===== src/verilog/cmp_ctrl_pkg.sv =====
// shared constants for the comparator control block
package cmp_ctrl_pkg;
  // register byte offsets
  localparam logic [7:0] OFS_CTRL_STATUS = 8'h00;
  localparam logic [7:0] OFS_SPECIAL_FN  = 8'h04;
  localparam logic [7:0] OFS_CONV_MUX    = 8'h08;
  localparam logic [7:0] OFS_CONV_CTRL   = 8'h0c;
  localparam logic [7:0] OFS_IRQ_STATUS  = 8'h10;
  localparam logic [7:0] OFS_IRQ_ENABLE  = 8'h14;
  localparam logic [7:0] OFS_IRQ_CLEAR   = 8'h18;
  localparam logic [7:0] OFS_CPU_FLAGS   = 8'h1c;
  // control/status bit positions
  localparam int BIT_OFF      = 7;
  localparam int BIT_BANDGAP  = 6;
  localparam int BIT_RESULT   = 5;
  localparam int BIT_FLAG     = 4;
  localparam int BIT_IRQ_EN   = 3;
  localparam int BIT_CAPTURE  = 2;
  localparam int BIT_EDGE_HI  = 1;
  localparam int BIT_EDGE_LO  = 0;
  // other fields
  localparam int BIT_NEG_MUX  = 3;
  localparam int BIT_CONV_EN  = 7;
  localparam int BIT_GLOBAL_I = 7;
  localparam int CHAN_W       = 3;
  // edge select codes
  localparam logic [1:0] EDGE_TOGGLE   = 2'h0;
  localparam logic [1:0] EDGE_RESERVED = 2'h1;
  localparam logic [1:0] EDGE_FALL     = 2'h2;
  localparam logic [1:0] EDGE_RISE     = 2'h3;
  // reset values
  localparam logic [7:0] RST_CTRL = 8'h00;
  localparam logic [7:0] RST_REG  = 8'h00;
  // synchroniser stages, giving 1-2 cycles of delay
  localparam int SYNC_STAGES = 2;
  // axi response codes
  localparam logic [1:0] RESP_OKAY   = 2'h0;
  localparam logic [1:0] RESP_SLVERR = 2'h2;
endpackage : cmp_ctrl_pkg


===== src/verilog/cmp_ctrl.sv =====
// comparator control logic with an axi4-lite register slave
// How it works
// - result high when positive input exceeds negative
// - result passes a two-flop synchroniser first
// - off bit removes comparator power
// - bandgap bit picks reference for positive input
// - mux feeds negative input when mux bit set and converter off
// - flag set on selected output event
// - flag cleared by vector or writing one
// - request needs flag, enable and global enable
// - capture bit routes output to timer capture
// - edge field picks toggle, fall or rise
// - channel field picks converter input zero to seven
//
// The AXI4-Lite interface to the registers and the register offsets are this design's own decisions.
`timescale 1ns/1ps
`default_nettype none
module cmp_ctrl #(
  parameter int ADDR_W = 8
) (
  input  wire logic              I_CLK_SYS,
  input  wire logic              I_RSTN,
  // axi4-lite slave
  input  wire logic [ADDR_W-1:0] I_AWADDR,
  input  wire logic              I_AWVALID,
  output var  logic              O_AWREADY,
  input  wire logic [31:0]       I_WDATA,
  input  wire logic [3:0]        I_WSTRB,
  input  wire logic              I_WVALID,
  output var  logic              O_WREADY,
  output var  logic [1:0]        O_BRESP,
  output var  logic              O_BVALID,
  input  wire logic              I_BREADY,
  input  wire logic [ADDR_W-1:0] I_ARADDR,
  input  wire logic              I_ARVALID,
  output var  logic              O_ARREADY,
  output var  logic [31:0]       O_RDATA,
  output var  logic [1:0]        O_RRESP,
  output var  logic              O_RVALID,
  input  wire logic              I_RREADY,
  // analog core
  input  wire logic              I_CMP_RAW,
  output var  logic              O_CMP_POWER_DOWN,
  output var  logic              O_POS_SEL_BANDGAP,
  output var  logic              O_NEG_SEL_MUX,
  output var  logic [2:0]        O_NEG_CHANNEL,
  // timer capture and interrupt controller
  output var  logic              O_CAPTURE_TRIGGER,
  output var  logic              O_CAPTURE_ROUTED,
  input  wire logic              I_VECTOR_ACK,
  output var  logic              O_CMP_IRQ_REQ,
  output var  logic              O_IRQ
);
  // ***************************************************
  // parameter check and declarations
  // ***************************************************
  if (ADDR_W < 5) begin : g_bad_addr
    $error("cmp_ctrl needs at least five address bits");
  end

  localparam int EVENTS = 2;
  logic [7:0]        ctrl_q;      // writable control bits, result and flag excluded
  logic              flag_q;
  logic              negmux_q;
  logic [2:0]        chan_q;
  logic              conv_en_q;
  logic              gie_q;
  logic [EVENTS-1:0] ists_q;
  logic [EVENTS-1:0] ien_q;
  logic              result_sync;
  logic              event_hit;
  logic              prev_res_q;
  logic              aw_hold_q;
  logic              w_hold_q;
  logic [ADDR_W-1:0] awaddr_q;
  logic [31:0]       wdata_q;
  logic [3:0]        wstrb_q;
  logic              wr_fire;
  logic [7:0]        wr_ofs;
  logic [7:0]        rd_ofs;
  logic [7:0]        wbyte;
  logic [31:0]       rd_val;
  logic              rd_ok;
  logic              wr_ok;
  logic [EVENTS-1:0] ev_vec;

  // ***************************************************
  // comparator result path
  // ***************************************************
  // comparison happens in the analog core; only its level is synchronised
  cmp_sync #(
    .STAGES (cmp_ctrl_pkg::SYNC_STAGES)
  ) u_sync (
    .i_clk   (I_CLK_SYS),
    .i_rst_n (I_RSTN),
    .i_async (I_CMP_RAW),
    .o_sync  (result_sync)
  );

  cmp_edge_detect u_edge (
    .i_clk   (I_CLK_SYS),
    .i_rst_n (I_RSTN),
    .i_level (result_sync),
    .i_mode  (ctrl_q[cmp_ctrl_pkg::BIT_EDGE_HI:cmp_ctrl_pkg::BIT_EDGE_LO]),
    .o_event (event_hit)
  );

  // previous result copy, used for a level-change status event
  always_ff @(posedge I_CLK_SYS or negedge I_RSTN) begin
    if (!I_RSTN) begin
      prev_res_q <= 1'b0;
    end else begin
      prev_res_q <= result_sync;
    end
  end

  // ***************************************************
  // axi4-lite write channel
  // ***************************************************
  assign wr_fire = aw_hold_q & w_hold_q & ~O_BVALID;
  assign wr_ofs  = 8'(awaddr_q);
  assign wbyte   = wstrb_q[0] ? wdata_q[7:0] : 8'h00;
  assign wr_ok   = (wr_ofs[1:0] == 2'h0) && (wr_ofs <= cmp_ctrl_pkg::OFS_CPU_FLAGS);

  // address and data accepted in either order, held until the response
  always_ff @(posedge I_CLK_SYS or negedge I_RSTN) begin
    if (!I_RSTN) begin
      aw_hold_q <= 1'b0;
      w_hold_q  <= 1'b0;
      awaddr_q  <= '0;
      wdata_q   <= 32'h0000_0000;
      wstrb_q   <= 4'h0;
      O_AWREADY <= 1'b0;
      O_WREADY  <= 1'b0;
      O_BVALID  <= 1'b0;
      O_BRESP   <= cmp_ctrl_pkg::RESP_OKAY;
    end else begin
      O_AWREADY <= ~aw_hold_q & ~O_AWREADY & I_AWVALID;
      O_WREADY  <= ~w_hold_q & ~O_WREADY & I_WVALID;
      if (O_AWREADY && I_AWVALID) begin
        aw_hold_q <= 1'b1;
        awaddr_q  <= I_AWADDR;
      end
      if (O_WREADY && I_WVALID) begin
        w_hold_q <= 1'b1;
        wdata_q  <= I_WDATA;
        wstrb_q  <= I_WSTRB;
      end
      if (wr_fire) begin
        O_BVALID  <= 1'b1;
        O_BRESP   <= wr_ok ? cmp_ctrl_pkg::RESP_OKAY : cmp_ctrl_pkg::RESP_SLVERR;
        aw_hold_q <= 1'b0;
        w_hold_q  <= 1'b0;
      end else if (O_BVALID && I_BREADY) begin
        O_BVALID <= 1'b0;
      end
    end
  end

  // ***************************************************
  // control registers
  // ***************************************************
  // only the low byte lane carries the 8-bit registers
  always_ff @(posedge I_CLK_SYS or negedge I_RSTN) begin
    if (!I_RSTN) begin
      ctrl_q <= cmp_ctrl_pkg::RST_CTRL;
    end else if (wr_fire && wstrb_q[0] && wr_ofs == cmp_ctrl_pkg::OFS_CTRL_STATUS) begin
      ctrl_q <= wbyte & 8'hcf;  // result and flag bits are not stored here
    end
  end

  always_ff @(posedge I_CLK_SYS or negedge I_RSTN) begin
    if (!I_RSTN) begin
      negmux_q  <= 1'b0;
      chan_q    <= 3'h0;
      conv_en_q <= 1'b0;
      gie_q     <= 1'b0;
    end else if (wr_fire && wstrb_q[0]) begin
      if (wr_ofs == cmp_ctrl_pkg::OFS_SPECIAL_FN) negmux_q <= wbyte[cmp_ctrl_pkg::BIT_NEG_MUX];
      if (wr_ofs == cmp_ctrl_pkg::OFS_CONV_MUX) chan_q <= wbyte[cmp_ctrl_pkg::CHAN_W-1:0];
      if (wr_ofs == cmp_ctrl_pkg::OFS_CONV_CTRL) conv_en_q <= wbyte[cmp_ctrl_pkg::BIT_CONV_EN];
      if (wr_ofs == cmp_ctrl_pkg::OFS_CPU_FLAGS) gie_q <= wbyte[cmp_ctrl_pkg::BIT_GLOBAL_I];
    end
  end

  // comparator flag: set beats both clears
  always_ff @(posedge I_CLK_SYS or negedge I_RSTN) begin
    if (!I_RSTN) begin
      flag_q <= 1'b0;
    end else if (event_hit) begin
      flag_q <= 1'b1;
    end else if (I_VECTOR_ACK) begin
      flag_q <= 1'b0;
    end else if (wr_fire && wstrb_q[0] && wr_ofs == cmp_ctrl_pkg::OFS_CTRL_STATUS
                 && wbyte[cmp_ctrl_pkg::BIT_FLAG]) begin
      flag_q <= 1'b0;
    end
  end

  // ***************************************************
  // block status interrupt: flag event and result change
  // ***************************************************
  assign ev_vec = {result_sync ^ prev_res_q, event_hit};

  // write-one-to-clear; a new event in the same cycle survives
  always_ff @(posedge I_CLK_SYS or negedge I_RSTN) begin
    if (!I_RSTN) begin
      ists_q <= '0;
      ien_q  <= '0;
    end else begin
      if (wr_fire && wstrb_q[0] && wr_ofs == cmp_ctrl_pkg::OFS_IRQ_CLEAR) begin
        ists_q <= (ists_q & ~wbyte[EVENTS-1:0]) | ev_vec;
      end else begin
        ists_q <= ists_q | ev_vec;
      end
      if (wr_fire && wstrb_q[0] && wr_ofs == cmp_ctrl_pkg::OFS_IRQ_ENABLE) begin
        ien_q <= wbyte[EVENTS-1:0];
      end
    end
  end

  // ***************************************************
  // outputs to analog core, timer and cpu
  // ***************************************************
  // registered so every port comes from a flop; one cycle behind the bits
  always_ff @(posedge I_CLK_SYS or negedge I_RSTN) begin
    if (!I_RSTN) begin
      O_CMP_POWER_DOWN  <= 1'b0;
      O_POS_SEL_BANDGAP <= 1'b0;
      O_NEG_SEL_MUX     <= 1'b0;
      O_NEG_CHANNEL     <= 3'h0;
      O_CAPTURE_ROUTED  <= 1'b0;
      O_CAPTURE_TRIGGER <= 1'b0;
      O_CMP_IRQ_REQ     <= 1'b0;
      O_IRQ             <= 1'b0;
    end else begin
      O_CMP_POWER_DOWN  <= ctrl_q[cmp_ctrl_pkg::BIT_OFF];
      O_POS_SEL_BANDGAP <= ctrl_q[cmp_ctrl_pkg::BIT_BANDGAP];
      O_NEG_SEL_MUX     <= negmux_q & ~conv_en_q;
      O_NEG_CHANNEL     <= chan_q;
      O_CAPTURE_ROUTED  <= ctrl_q[cmp_ctrl_pkg::BIT_CAPTURE];
      // timer still needs its own capture enable to interrupt
      O_CAPTURE_TRIGGER <= ctrl_q[cmp_ctrl_pkg::BIT_CAPTURE] & result_sync;
      O_CMP_IRQ_REQ     <= flag_q & ctrl_q[cmp_ctrl_pkg::BIT_IRQ_EN] & gie_q;
      O_IRQ             <= |(ists_q & ien_q);
    end
  end

  // ***************************************************
  // axi4-lite read channel
  // ***************************************************
  assign rd_ofs = 8'(I_ARADDR);
  assign rd_ok  = (rd_ofs[1:0] == 2'h0) && (rd_ofs <= cmp_ctrl_pkg::OFS_CPU_FLAGS);

  // read mux; clear register reads as zero
  always_comb begin
    rd_val = 32'h0000_0000;
    unique case (rd_ofs)
      cmp_ctrl_pkg::OFS_CTRL_STATUS: begin
        rd_val[7:0] = ctrl_q;
        rd_val[cmp_ctrl_pkg::BIT_RESULT] = result_sync;
        rd_val[cmp_ctrl_pkg::BIT_FLAG]   = flag_q;
      end
      cmp_ctrl_pkg::OFS_SPECIAL_FN: rd_val[cmp_ctrl_pkg::BIT_NEG_MUX] = negmux_q;
      cmp_ctrl_pkg::OFS_CONV_MUX:   rd_val[2:0] = chan_q;
      cmp_ctrl_pkg::OFS_CONV_CTRL:  rd_val[cmp_ctrl_pkg::BIT_CONV_EN] = conv_en_q;
      cmp_ctrl_pkg::OFS_IRQ_STATUS: rd_val[EVENTS-1:0] = ists_q;
      cmp_ctrl_pkg::OFS_IRQ_ENABLE: rd_val[EVENTS-1:0] = ien_q;
      cmp_ctrl_pkg::OFS_CPU_FLAGS:  rd_val[cmp_ctrl_pkg::BIT_GLOBAL_I] = gie_q;
      default:                      rd_val = 32'h0000_0000;
    endcase
  end

  // one read at a time; arready pulses, data one cycle later
  always_ff @(posedge I_CLK_SYS or negedge I_RSTN) begin
    if (!I_RSTN) begin
      O_ARREADY <= 1'b0;
      O_RVALID  <= 1'b0;
      O_RDATA   <= 32'h0000_0000;
      O_RRESP   <= cmp_ctrl_pkg::RESP_OKAY;
    end else begin
      O_ARREADY <= ~O_ARREADY & ~O_RVALID & I_ARVALID;
      if (O_ARREADY && I_ARVALID) begin
        O_RVALID <= 1'b1;
        O_RDATA  <= rd_val;
        O_RRESP  <= rd_ok ? cmp_ctrl_pkg::RESP_OKAY : cmp_ctrl_pkg::RESP_SLVERR;
      end else if (O_RVALID && I_RREADY) begin
        O_RVALID <= 1'b0;
      end
    end
  end
endmodule : cmp_ctrl
`default_nettype wire


===== src/verilog/cmp_edge_detect.sv =====
// edge detector choosing toggle, fall or rise events
`timescale 1ns/1ps
`default_nettype none
module cmp_edge_detect (
  input  wire logic       i_clk,
  input  wire logic       i_rst_n,
  input  wire logic       i_level,
  input  wire logic [1:0] i_mode,
  output var  logic       o_event
);
  logic prev_q;

  // previous-cycle copy of the synchronised output
  always_ff @(posedge i_clk or negedge i_rst_n) begin
    if (!i_rst_n) begin
      prev_q <= 1'b0;
    end else begin
      prev_q <= i_level;
    end
  end

  // event decode; reserved code never fires
  always_comb begin
    unique case (i_mode)
      cmp_ctrl_pkg::EDGE_TOGGLE:   o_event = i_level ^ prev_q;
      cmp_ctrl_pkg::EDGE_RESERVED: o_event = 1'b0;
      cmp_ctrl_pkg::EDGE_FALL:     o_event = prev_q & ~i_level;
      cmp_ctrl_pkg::EDGE_RISE:     o_event = i_level & ~prev_q;
    endcase
  end
endmodule : cmp_edge_detect
`default_nettype wire


===== src/verilog/cmp_sync.sv =====
// two-flop synchroniser for the raw comparator output
`timescale 1ns/1ps
`default_nettype none
module cmp_sync #(
  parameter int STAGES = 2
) (
  input  wire logic i_clk,
  input  wire logic i_rst_n,
  input  wire logic i_async,
  output var  logic o_sync
);
  logic [STAGES-1:0] chain_q;

  // elaboration check
  if (STAGES < 2) begin : g_bad
    $error("cmp_sync needs at least two stages");
  end

  // first flop feeds only the second
  always_ff @(posedge i_clk or negedge i_rst_n) begin
    if (!i_rst_n) begin
      chain_q <= '0;
    end else begin
      chain_q <= {chain_q[STAGES-2:0], i_async};
    end
  end

  assign o_sync = chain_q[STAGES-1];
endmodule : cmp_sync
`default_nettype wire

===== config.mk =====
export PLATFORM = sky130hd
export DESIGN_NAME = cmp_ctrl
export DESIGN_NICKNAME = d
export VERILOG_FILES = /design/src/verilog/cmp_ctrl_pkg.sv /design/src/verilog/cmp_ctrl.sv /design/src/verilog/cmp_edge_detect.sv /design/src/verilog/cmp_sync.sv
export SDC_FILE = /design/constraint.sdc
export NUM_CORES = 1
export LEC_CHECK = 0
export BUFFER_PORTS_ARGS = -buffer_cell sky130_fd_sc_hd__buf_2
export CORE_MARGIN = 10
export CORE_UTILIZATION = 45
export DETAILED_ROUTE_END_ITERATION = 10
export HOLD_SLACK_MARGIN = 0.02
export PLACE_DENSITY_LB_ADDON = 0.3
export SETUP_SLACK_MARGIN = 0.02
export SLEW_MARGIN = 10
export SYNTH_ARGS = -nofsm -noshare
export SYNTH_HDL_FRONTEND = slang
export SYNTH_SLANG_ARGS = --single-unit

===== constraint.sdc =====
create_clock -name I_CLK_SYS -period 4.28 [get_ports I_CLK_SYS]
set_clock_uncertainty 0.05 [all_clocks]
set_input_delay 0.214 -clock I_CLK_SYS [delete_from_list [all_inputs] [get_ports I_CLK_SYS]]
set_output_delay 0.214 -clock I_CLK_SYS [all_outputs]
set_load 0.05 [all_outputs]

## After elaboration in Yosys (flattened, before gate mapping)

Cells that the tools add are included.

- Magnitude comparators: 2
- Equality and inequality tests: 15
- Multiplexer cells: 21
- Bitwise logic cells: 30
- Reduce and logical (&&, ||, !) cells: 27

Operator list:

| operator | number |
|---|---|
| 8-bit by 5-bit == test with 1-bit output, second input constant | 6 |
| 8-bit by 4-bit == test with 1-bit output, second input constant | 4 |
| 8-bit by 3-bit == test with 1-bit output, second input constant | 2 |
| 8-bit by 5-bit less-or-equal comparator with 1-bit output, second input constant | 2 |
| 8-bit zero test | 2 |
| 1-bit bitwise AND | 14 |
| 1-bit logical AND | 12 |
| 1-bit two-way mux | 11 |
| 1-bit inverter | 10 |
| 8-bit two-way mux | 1 |
| 2-bit one-hot mux with 4 select lines | 1 |
| 2-bit AND reduction | 4 |
| 2-bit nonzero test | 4 |
| 2-bit zero test | 3 |
| 2-bit two-way mux | 3 |
| 2-bit bitwise AND | 2 |
| 2-bit == test, second input constant | 2 |
| 2-bit OR | 2 |
| 1-bit one-hot mux with 2 select lines | 2 |
| 1-bit one-hot mux with 4 select lines | 1 |
| 3-bit two-way mux | 1 |
| 1-bit one-hot mux with 3 select lines | 1 |
| 3-bit nonzero test | 1 |
| 2-bit by 1-bit == test with 1-bit output, second input constant | 1 |
| 3 further kinds | 3 |

- Bits in registers: 66
- Input bits: 61
- Output and inout port bits: 51
- Logic and storage cells: 126

## Longest topological paths before layout

Gate-level depths: netlist of the first run.

- Word-level depth: 8
- Depth in mapped cells: 5
- Mapped depth without buffers: 5

## Modules after synthesis

From an unflattened synthesis of the first run, not the netlist that was laid out.

- Cells, all modules: 219
- Area total of the unflattened synthesis: 2821.5 µm²

Modules (own cells, without submodules):

| module | instances | cells an instance | area each (µm²) | seq. area each (µm²) |
|---|---|---|---|---|
| cmp_ctrl | 1 | 209 | 2690.1 | 1526.5 |
| cmp_edge_detect | 1 | 8 | 81.3 | 25.0 |
| cmp_sync | 1 | 2 | 50.0 | 50.0 |

## Worst setup path before layout of the first run

Ideal clock, no wire load.

- Path kind: register to register
- Start point: register O_BVALID
- End point: register ctrl_q[6]
- Setup time: 125 ps
- Arrival time: 1968 ps
- Data required time: 4105 ps
- Path slack: 2136 ps
- Stages on the path, launching flop included: 5
- Buffers on the path: 1
- Clock period less this slack: 2144 ps
- Path through: dfrtp_1 or4b_1 buf_6 nor3_4 mux2_4

- Longest elaborated chain between the ends: 4

Ends and longest elaborated chain:

| what | RTL line | RTL |
|---|---|---|
| start, declared | cmp_ctrl.sv:32 | `output var logic O_BVALID,` |
| start signal, assigned | cmp_ctrl.sv:135 | `O_BVALID <= 1'b0;` |
| start signal, assigned | cmp_ctrl.sv:150 | `O_BVALID <= 1'b1;` |
| start signal, assigned | cmp_ctrl.sv:155 | `O_BVALID <= 1'b0;` |
| 1-bit inverter | cmp_ctrl.sv:120 | `assign wr_fire = aw_hold_q & w_hold_q & ~O_BVALID;` |
| 1-bit bitwise AND | cmp_ctrl.sv:120 |  |
| 1-bit logical AND (2 in a row) | cmp_ctrl.sv:167 | `end else if (wr_fire && wstrb_q[0] && wr_ofs == cmp_ctrl_pkg::OFS_CTRL_STATUS) begin` |
| end signal, assigned | cmp_ctrl.sv:166 | `ctrl_q <= cmp_ctrl_pkg::RST_CTRL;` |
| end signal, assigned | cmp_ctrl.sv:168 | `ctrl_q <= wbyte & 8'hcf;` |
| end, declared | cmp_ctrl.sv:62 | `logic [7:0] ctrl_q;` |

Every way passes these cells.
A chain may end at the register's enable or synchronous reset.

## Worst setup path after layout of the first run

Ends and elaborated chain as after synthesis.

==> results of run 1 <==
## sequential cells by signal, indices dropped and copies added (netlist names), 2 cells and up
signal / flops
awaddr_q: 8
ctrl_q: 6
u_sync.chain_q: 2
O_NEG_CHANNEL: 3
O_RDATA: 8
ien_q: 2
chan_q: 3
ists_q: 2
wdata_q: 7
## critical path, stage by stage, from the launching register on
cell and delay, ps:
dfrtp_1 400, or4b_1 760, nor3_4 490, mux2_4 330
## layout make-up
class                      count  share of cell area [%]
sequential                    63                    48.1
multi-input combinational    132                    30.6
timing repair buffer          61                    9.86
clock buffer                  13                    4.85
tap                           75                    2.87
clock inverter                 3                    1.99
inverter                      15                    1.72
## worst min-delay path by stage
stage	to	slack, ps
3_3_place_gp	u_sync.chain_q[0]	270
3_5_place_dp	u_sync.chain_q[0]	280
2_1_floorplan	O_ARREADY	-130
4_1_cts	O_RVALID	30
5_1_grt	O_RVALID	30
6_report	O_RVALID	40
## layer usage
metal,wire length [um],vias up,track usage (%)
met5,0,-,0
met4,49,0,5.29
li1,-,842,-
met2,2360,77,16.3
met3,598,6,6.06
met1,2560,844,15.2
## per-stage QoR
stage                     worst slack (ps)  util, %  hold WS (ps)  cells
after detailed placement              2110     50.7           280    343
after CTS                             2110     55.0          27.1    362
after floorplan                       2140        -          -132    241
final                                 2130     55.0          43.4    362
after global routing                  2030     55.0          25.2    362
after global placement                2120     50.7           274    343
## cells by family after synthesis
kind of cell	count (synthesis)	synth area share, %
and+or+nand+nor	43	10.2
other	1	0.136
adders and majority gates	2	0.906
muxes	39	15.5
AOI/OAI and AO/OA	22	6.02
buffers and inverters	46	10.1
DFF	63	57.1
## power groups by stage
| stage | Combinational [uW] | Clock (uW) | Sequential (uW) |
|---|---|---|---|
| 2_1_floorplan | 280 | 0 | 878 |
| 3_5_place_dp | 407 | 0 | 841 |
| 5_1_grt | 445 | 621 | 854 |
| 6_report | 404 | 577 | 830 |
| 3_3_place_gp | 399 | 0 | 837 |
| 4_1_cts | 408 | 593 | 831 |
## cells in the final DEF (no fill, tap or decap)
cell           synthesis  layout
a21oi_1                3       3
clkinv_2               0       1
o21ai_0                5       5
bufinv_16              0       2
nand4_1                1       1
or4_1                  1       1
nor3_2                 1       1
clkbuf_8               0      11
nor4_1                 3       3
nand2b_1               2       2
nand3_1                1       1
and3_1                 1       1
buf_2                  1      57
a21boi_0               1       1
inv_1                 15      15
nor3b_1                3       3
a32o_1                 4       4
or3b_2                 1       1
nor4_4                 1       1
nor4b_1                1       1
buf_4                 26       1
a22o_1                 5       5
nand4b_1               2       2
o32ai_1                2       2
nor2_1                 4       4
o41ai_1                2       2
mux2_2                27      27
ha_1                   2       2
nor2b_1                1       1
or4b_1                 3       3
conb_1                 1      26
dfrtp_1               63      63
mux2_4                 1       1
nor3_1                 5       5
clkbuf_1               3       2
nor3_4                 1       1
mux2i_1               11      11
dlygate4sd3_1          0       3
nand3b_1               1       1
nand2_1               10      10
==> flow_summary.yaml, run 1 <==
setup_path:
  worst_setup_path_end_kind: "flop"
  required_ps: 4460
  rr_worst_depth: 3
  r2r_slack_ps: 2130
  crit_type: "reg2reg"
  r2r-end: "ctrl_q[6]"
  arrival_ps: 2330
  start_kind: "flop"
  crit_fanout: 10
  timing.rr.start: "O_BVALID"
  endpoint: "ctrl_q[6]"
  crit_path_start: "O_BVALID"
clock_tree:
  cts_resized: 0
  clk_path_buf_depth: 2
  cts_sinks: 63
  numCtsBuffers: 9
  cts_tree: "yes"
  path_clk_slew_ps: 70
  post_cts_buffers: 0
  hold_buffers: 3
  clock_latency_ps: 340
  h-tree-depth: 3
  cts_root_buf: "clkbuf_8"
routing:
  wire_per_inst_um: 15.4
  totalWireLength_um: 5560
  ant_nets: 0
  drt_first_pass_iters: 4
  drtIter0Drc: 83
  remaining_drc_errors: 0
  routed_via_density: 4.89
  vias: 1769
pwr:
  swShare_pct: 32.6
  p_leak_uw: 0.00165
  p_total_uw: 1810
  p_int_uw: 1220
  p_sw_uw: 590
  p_comb_share_pct: 22.3
  power_frac_seq_pct: 45.8
  power_density_mw_per_mm2: 553
  clock_power_share_pct: 31.8
  ir_worst_vdd_uv: 342
timing:
  slew_viol_final: 0
  max-slew-margin-rel_pct: 48.7
  setup_viol: 0
  period_needed_ps: 2150
  rsz0062_at_grt: "no"
  final_hold_viol_count: 0
  fin_crit_sh_pct: 50.3
  tns_ps: 0
  fmax_ghz: 0.464
  tightest_slew_ps: 769
global_route:
  gr-total-overflow: 0
  grt_max_degree: 64
  gr-usage-all-layers_pct: 11.9
  grt_pass1_wl_um: 9430
  antenna_found_initial: 0
  grt_pass1_vias: 1922
place:
  place_area_mm2: 0.00302
  routabilityCongestion: 0.777
  hpwlAfterDp_um: 4110
  port_buffers: 57
floorplan:
  die_h_um: 98.4
  core_mm2: 0.00596
  initial_utilization_pct: 46.4
  dieArea_mm2: 0.00967
  io-pin-count: 112
  num_rows: 28
  die_width_um: 98.4
synthesis:
  netlist_area_mm2: 0.00276
  synth-edff-count: 0
  yosysTopAreaCellShare_pct: 57.1
  yosys.cell_count.top_type: "dfrtp_1"
  yosys.area.top_type: "dfrtp_1"
  synth_flop_cell: "dfrtp_1"
  ys_types: 37
  avgSynthCellArea_um2: 12.8
  yosysSeqAreaShare_pct: 57.1
  synth_warnings: 0
  synth.area.top_cells: "dfrtp_1, mux2_2, buf_4"
  synthTopCellsByCount: "dfrtp_1, mux2_2, buf_4"
  async_flop_share_pct: 100
  synthesis.instances: 216
  synth_seq_cells: 63
final_layout:
  multi_input_area_mm2: 0.00100
  antennaDiodeCount: 0
  final_area_mm2: 0.00327
  ff_latch_area_mm2: 0.00158
  final_nets: 345
  synthToLayoutAreaGrowth_pct: 18.5
  drive_gt1_share_pct: 36.2
  nFillCells: 527
worst_hold_path:
  hold_start: "I_RREADY"
  hold_class: "in2reg"
  whs_path_depth: 2
flow_run:
  cap_violations: 0
status:
  status: "finished, final reports clean"
No activity file was read; power rests on OpenSTA's default activity.
==> inputs of run 2 (changes only) <==
- ABC_AREA: default -> 1
- clock period: 4.28 -> 2.25 ns (I/O delays scaled with it)
==> flow_summary.yaml, run 2 <==
clock_tree:
  clk_path_buf_depth: 2
  h-tree-depth: 3
  cts_tree: "yes"
  cts_sinks: 63
  numCtsBuffers: 9
  path_clk_slew_ps: 70
  cts_root_buf: "clkbuf_8"
  clock_latency_ps: 330
global_route:
  grt_util_met1_pct: 14.7
  gr-usage-all-layers_pct: 12.9
  gr-total-overflow: 0
  antenna_found_initial: 0
  grt_max_degree: 64
  grt_pass1_wl_um: 10300
  grt_pass1_vias: 2207
  grt_busiest_layer: "met2"
  grt_util_met2_pct: 19.7
  met3_usage_pct: 6.99
timing:
  fmax_ghz: 0.642
  holdWs_ps: 45.0
  slew_viol_final: 0
  tightest_slew_ps: 777
  tns_ps: 0
  rsz0062_at_grt: "no"
  worst_slack_ps: 693
  fin_crit_sh_pct: 69.2
  max-slew-margin-rel_pct: 48.2
  setup_viol: 0
  final_hold_viol_count: 0
  period_needed_ps: 1560
synthesis:
  ys_types: 32
  yosys.cell_count.top_type: "nand2_1"
  synthTopCellsByCount: "nand2_1, dfrtp_1, inv_1"
  synth_warnings: 0
  netlist_area_mm2: 0.00283
  synth_seq_cells: 63
  avgSynthCellArea_um2: 9.06
  yosysSeqAreaShare_pct: 55.8
  async_flop_share_pct: 100
  yosys.area.top_type: "dfrtp_1"
  yosysTopAreaCellShare_pct: 55.8
  synth_flop_cell: "dfrtp_1"
  synthesis.instances: 312
  synth.area.top_cells: "dfrtp_1, nand2_1, buf_4"
  synth-edff-count: 0
setup_path:
  timing.rr.start: "O_AWREADY"
  timing.critical_path.mode_cell: "nand2_1"
  cp_top_family: "buffers and inverters"
  crit_slowest_cell: "dlygate4sd3_1"
  arrival_ps: 1730
  required_ps: 2420
  worst_setup_path_end_kind: "flop"
  max_stage_delay_ps: 550
  cp_cell_sequence: "dlygate4sd3_1 -> buf_2 -> nand2_1 -> inv_1 -> nand2_1 -> nand2_1 -> dlygate4sd3_1"
  crit_buf_inv: 4
  start_kind: "input port"
  crit_fanout: 15
  crit_path_start: "I_AWVALID"
  crit_type: "in2reg"
pwr:
  p_sw_uw: 1250
  power_density_mw_per_mm2: 988
  p_int_uw: 2260
  swShare_pct: 35.6
  p_leak_uw: 0.00191
  clock_power_share_pct: 29.9
  p_comb_share_pct: 26.7
  power_frac_seq_pct: 43.4
  ir_worst_vdd_uv: 897
final_layout:
  layout_common_cells: "nand2_1, dfrtp_1, buf_2"
  final_common_cell: "nand2_1"
  post-route-util_pct: 59.1
  synthToLayoutAreaGrowth_pct: 25.9
  antennaDiodeCount: 0
  drive_gt1_share_pct: 22.6
  largestRegisters: "O_RDATA (8), awaddr_q (8), wdata_q (7)"
  fin_cells: 482
  final_nets: 466
floorplan:
  dieArea_mm2: 0.00985
  num_rows: 28
  initial_utilization_pct: 46.9
  io-pin-count: 112
  die_h_um: 99.3
  die_width_um: 99.3
  core_mm2: 0.00603
routing:
  drtIter0Drc: 67
  remaining_drc_errors: 0
  routed_via_density: 4.55
  totalWireLength_um: 6240
  drt_first_pass_iters: 4
  wire_per_inst_um: 12.9
  vias: 2194
  ant_nets: 0
place:
  port_buffers: 57
  routabilityCongestion: 0.860
  dp_cells: 442
  hpwlAfterDp_um: 4500
  preCtsSetupSlack_ps: 870
flow_run:
  cap_violations: 0
status:
  status: "finished, final reports clean"
worst_hold_path:
  hold_class: "in2reg"
  hold_start: "I_ARADDR[5]"
-- run 2: changes by cell type after synthesis, sizes merged, moves of 4 or more --
cell   delta
mux2     -28
nor2     +18
inv      +17
o21ai    +26
mux2i    -11
nand2    +93
a32o      -4
nand3    +10
nor4      -4
-- run 2: repair_timing --
action,in CTS,in global routing
resized for setup,0,0
hold buffers,25,0
endpoints found under the setup margin,0,0
buffers inserted,0,0
endpoints found under the hold margin,86,0
-- run 2: worst min-delay path: stages --
cell	delay [ps]
buf_2	100
inv_1	70
a41oi_1	110
-- run 2: layer usage --
metal	wire (um)	share of wire, %
met1	2710	43
met2	2820	45
met3	585	9.4
met4	121	1.9
met5	0	0
-- run 2: area by class of cell --
| type | count | area (um2) |
|---|---|---|
| flip-flops and latches | 63 | 1580 |
| well taps | 75 | 93.8 |
| fillers | 557 | 2470 |
| clock inverters | 4 | 70.1 |
| multi-input cells | 213 | 1010 |
| repair buffers | 83 | 543 |
| inverters | 33 | 129 |
| clock buffers | 11 | 141 |
-- run 2: power by group through the flow --
stage          clock network [uW]  registers, uW  logic, uW
5_1_grt                      1130           1560       1050
4_1_cts                      1080           1520        950
2_1_floorplan                   0           1690        551
3_5_place_dp                    0           1540        898
3_3_place_gp                    0           1540        878
6_report                     1050           1530        939
-- run 2: final timing paths --
kind	to	depth (start not counted)	slack (ps)
setup / recovery	awaddr_q[7]	7	690
hold / removal	O_RRESP[1]	3	40
setup reg to reg	awaddr_q[7]	5	710
hold reg to reg	u_sync.chain_q[1]	0	300
max in group asynchronous	awaddr_q[3]	3	1210
min in group asynchronous	O_NEG_CHANNEL[1]	3	410
-- run 2: stage by stage --
step,total power [uW],area [um2]
after global routing,3730,3560
after global placement,2410,3100
after CTS,3550,3560
after detailed placement,2440,3100
after floorplan,2240,2920
final,3520,3560
-- run 2: cells by family after synthesis --
group | count (synthesis) | share of synthesized area (%)
other | 1 | 0.133
buffers and inverters | 61 | 12.0
adder cells (fa/ha/maj) | 2 | 0.885
flip-flops | 63 | 55.8
AND/OR/NAND/NOR | 146 | 22.9
AO/OA/AOI/OAI | 39 | 8.32
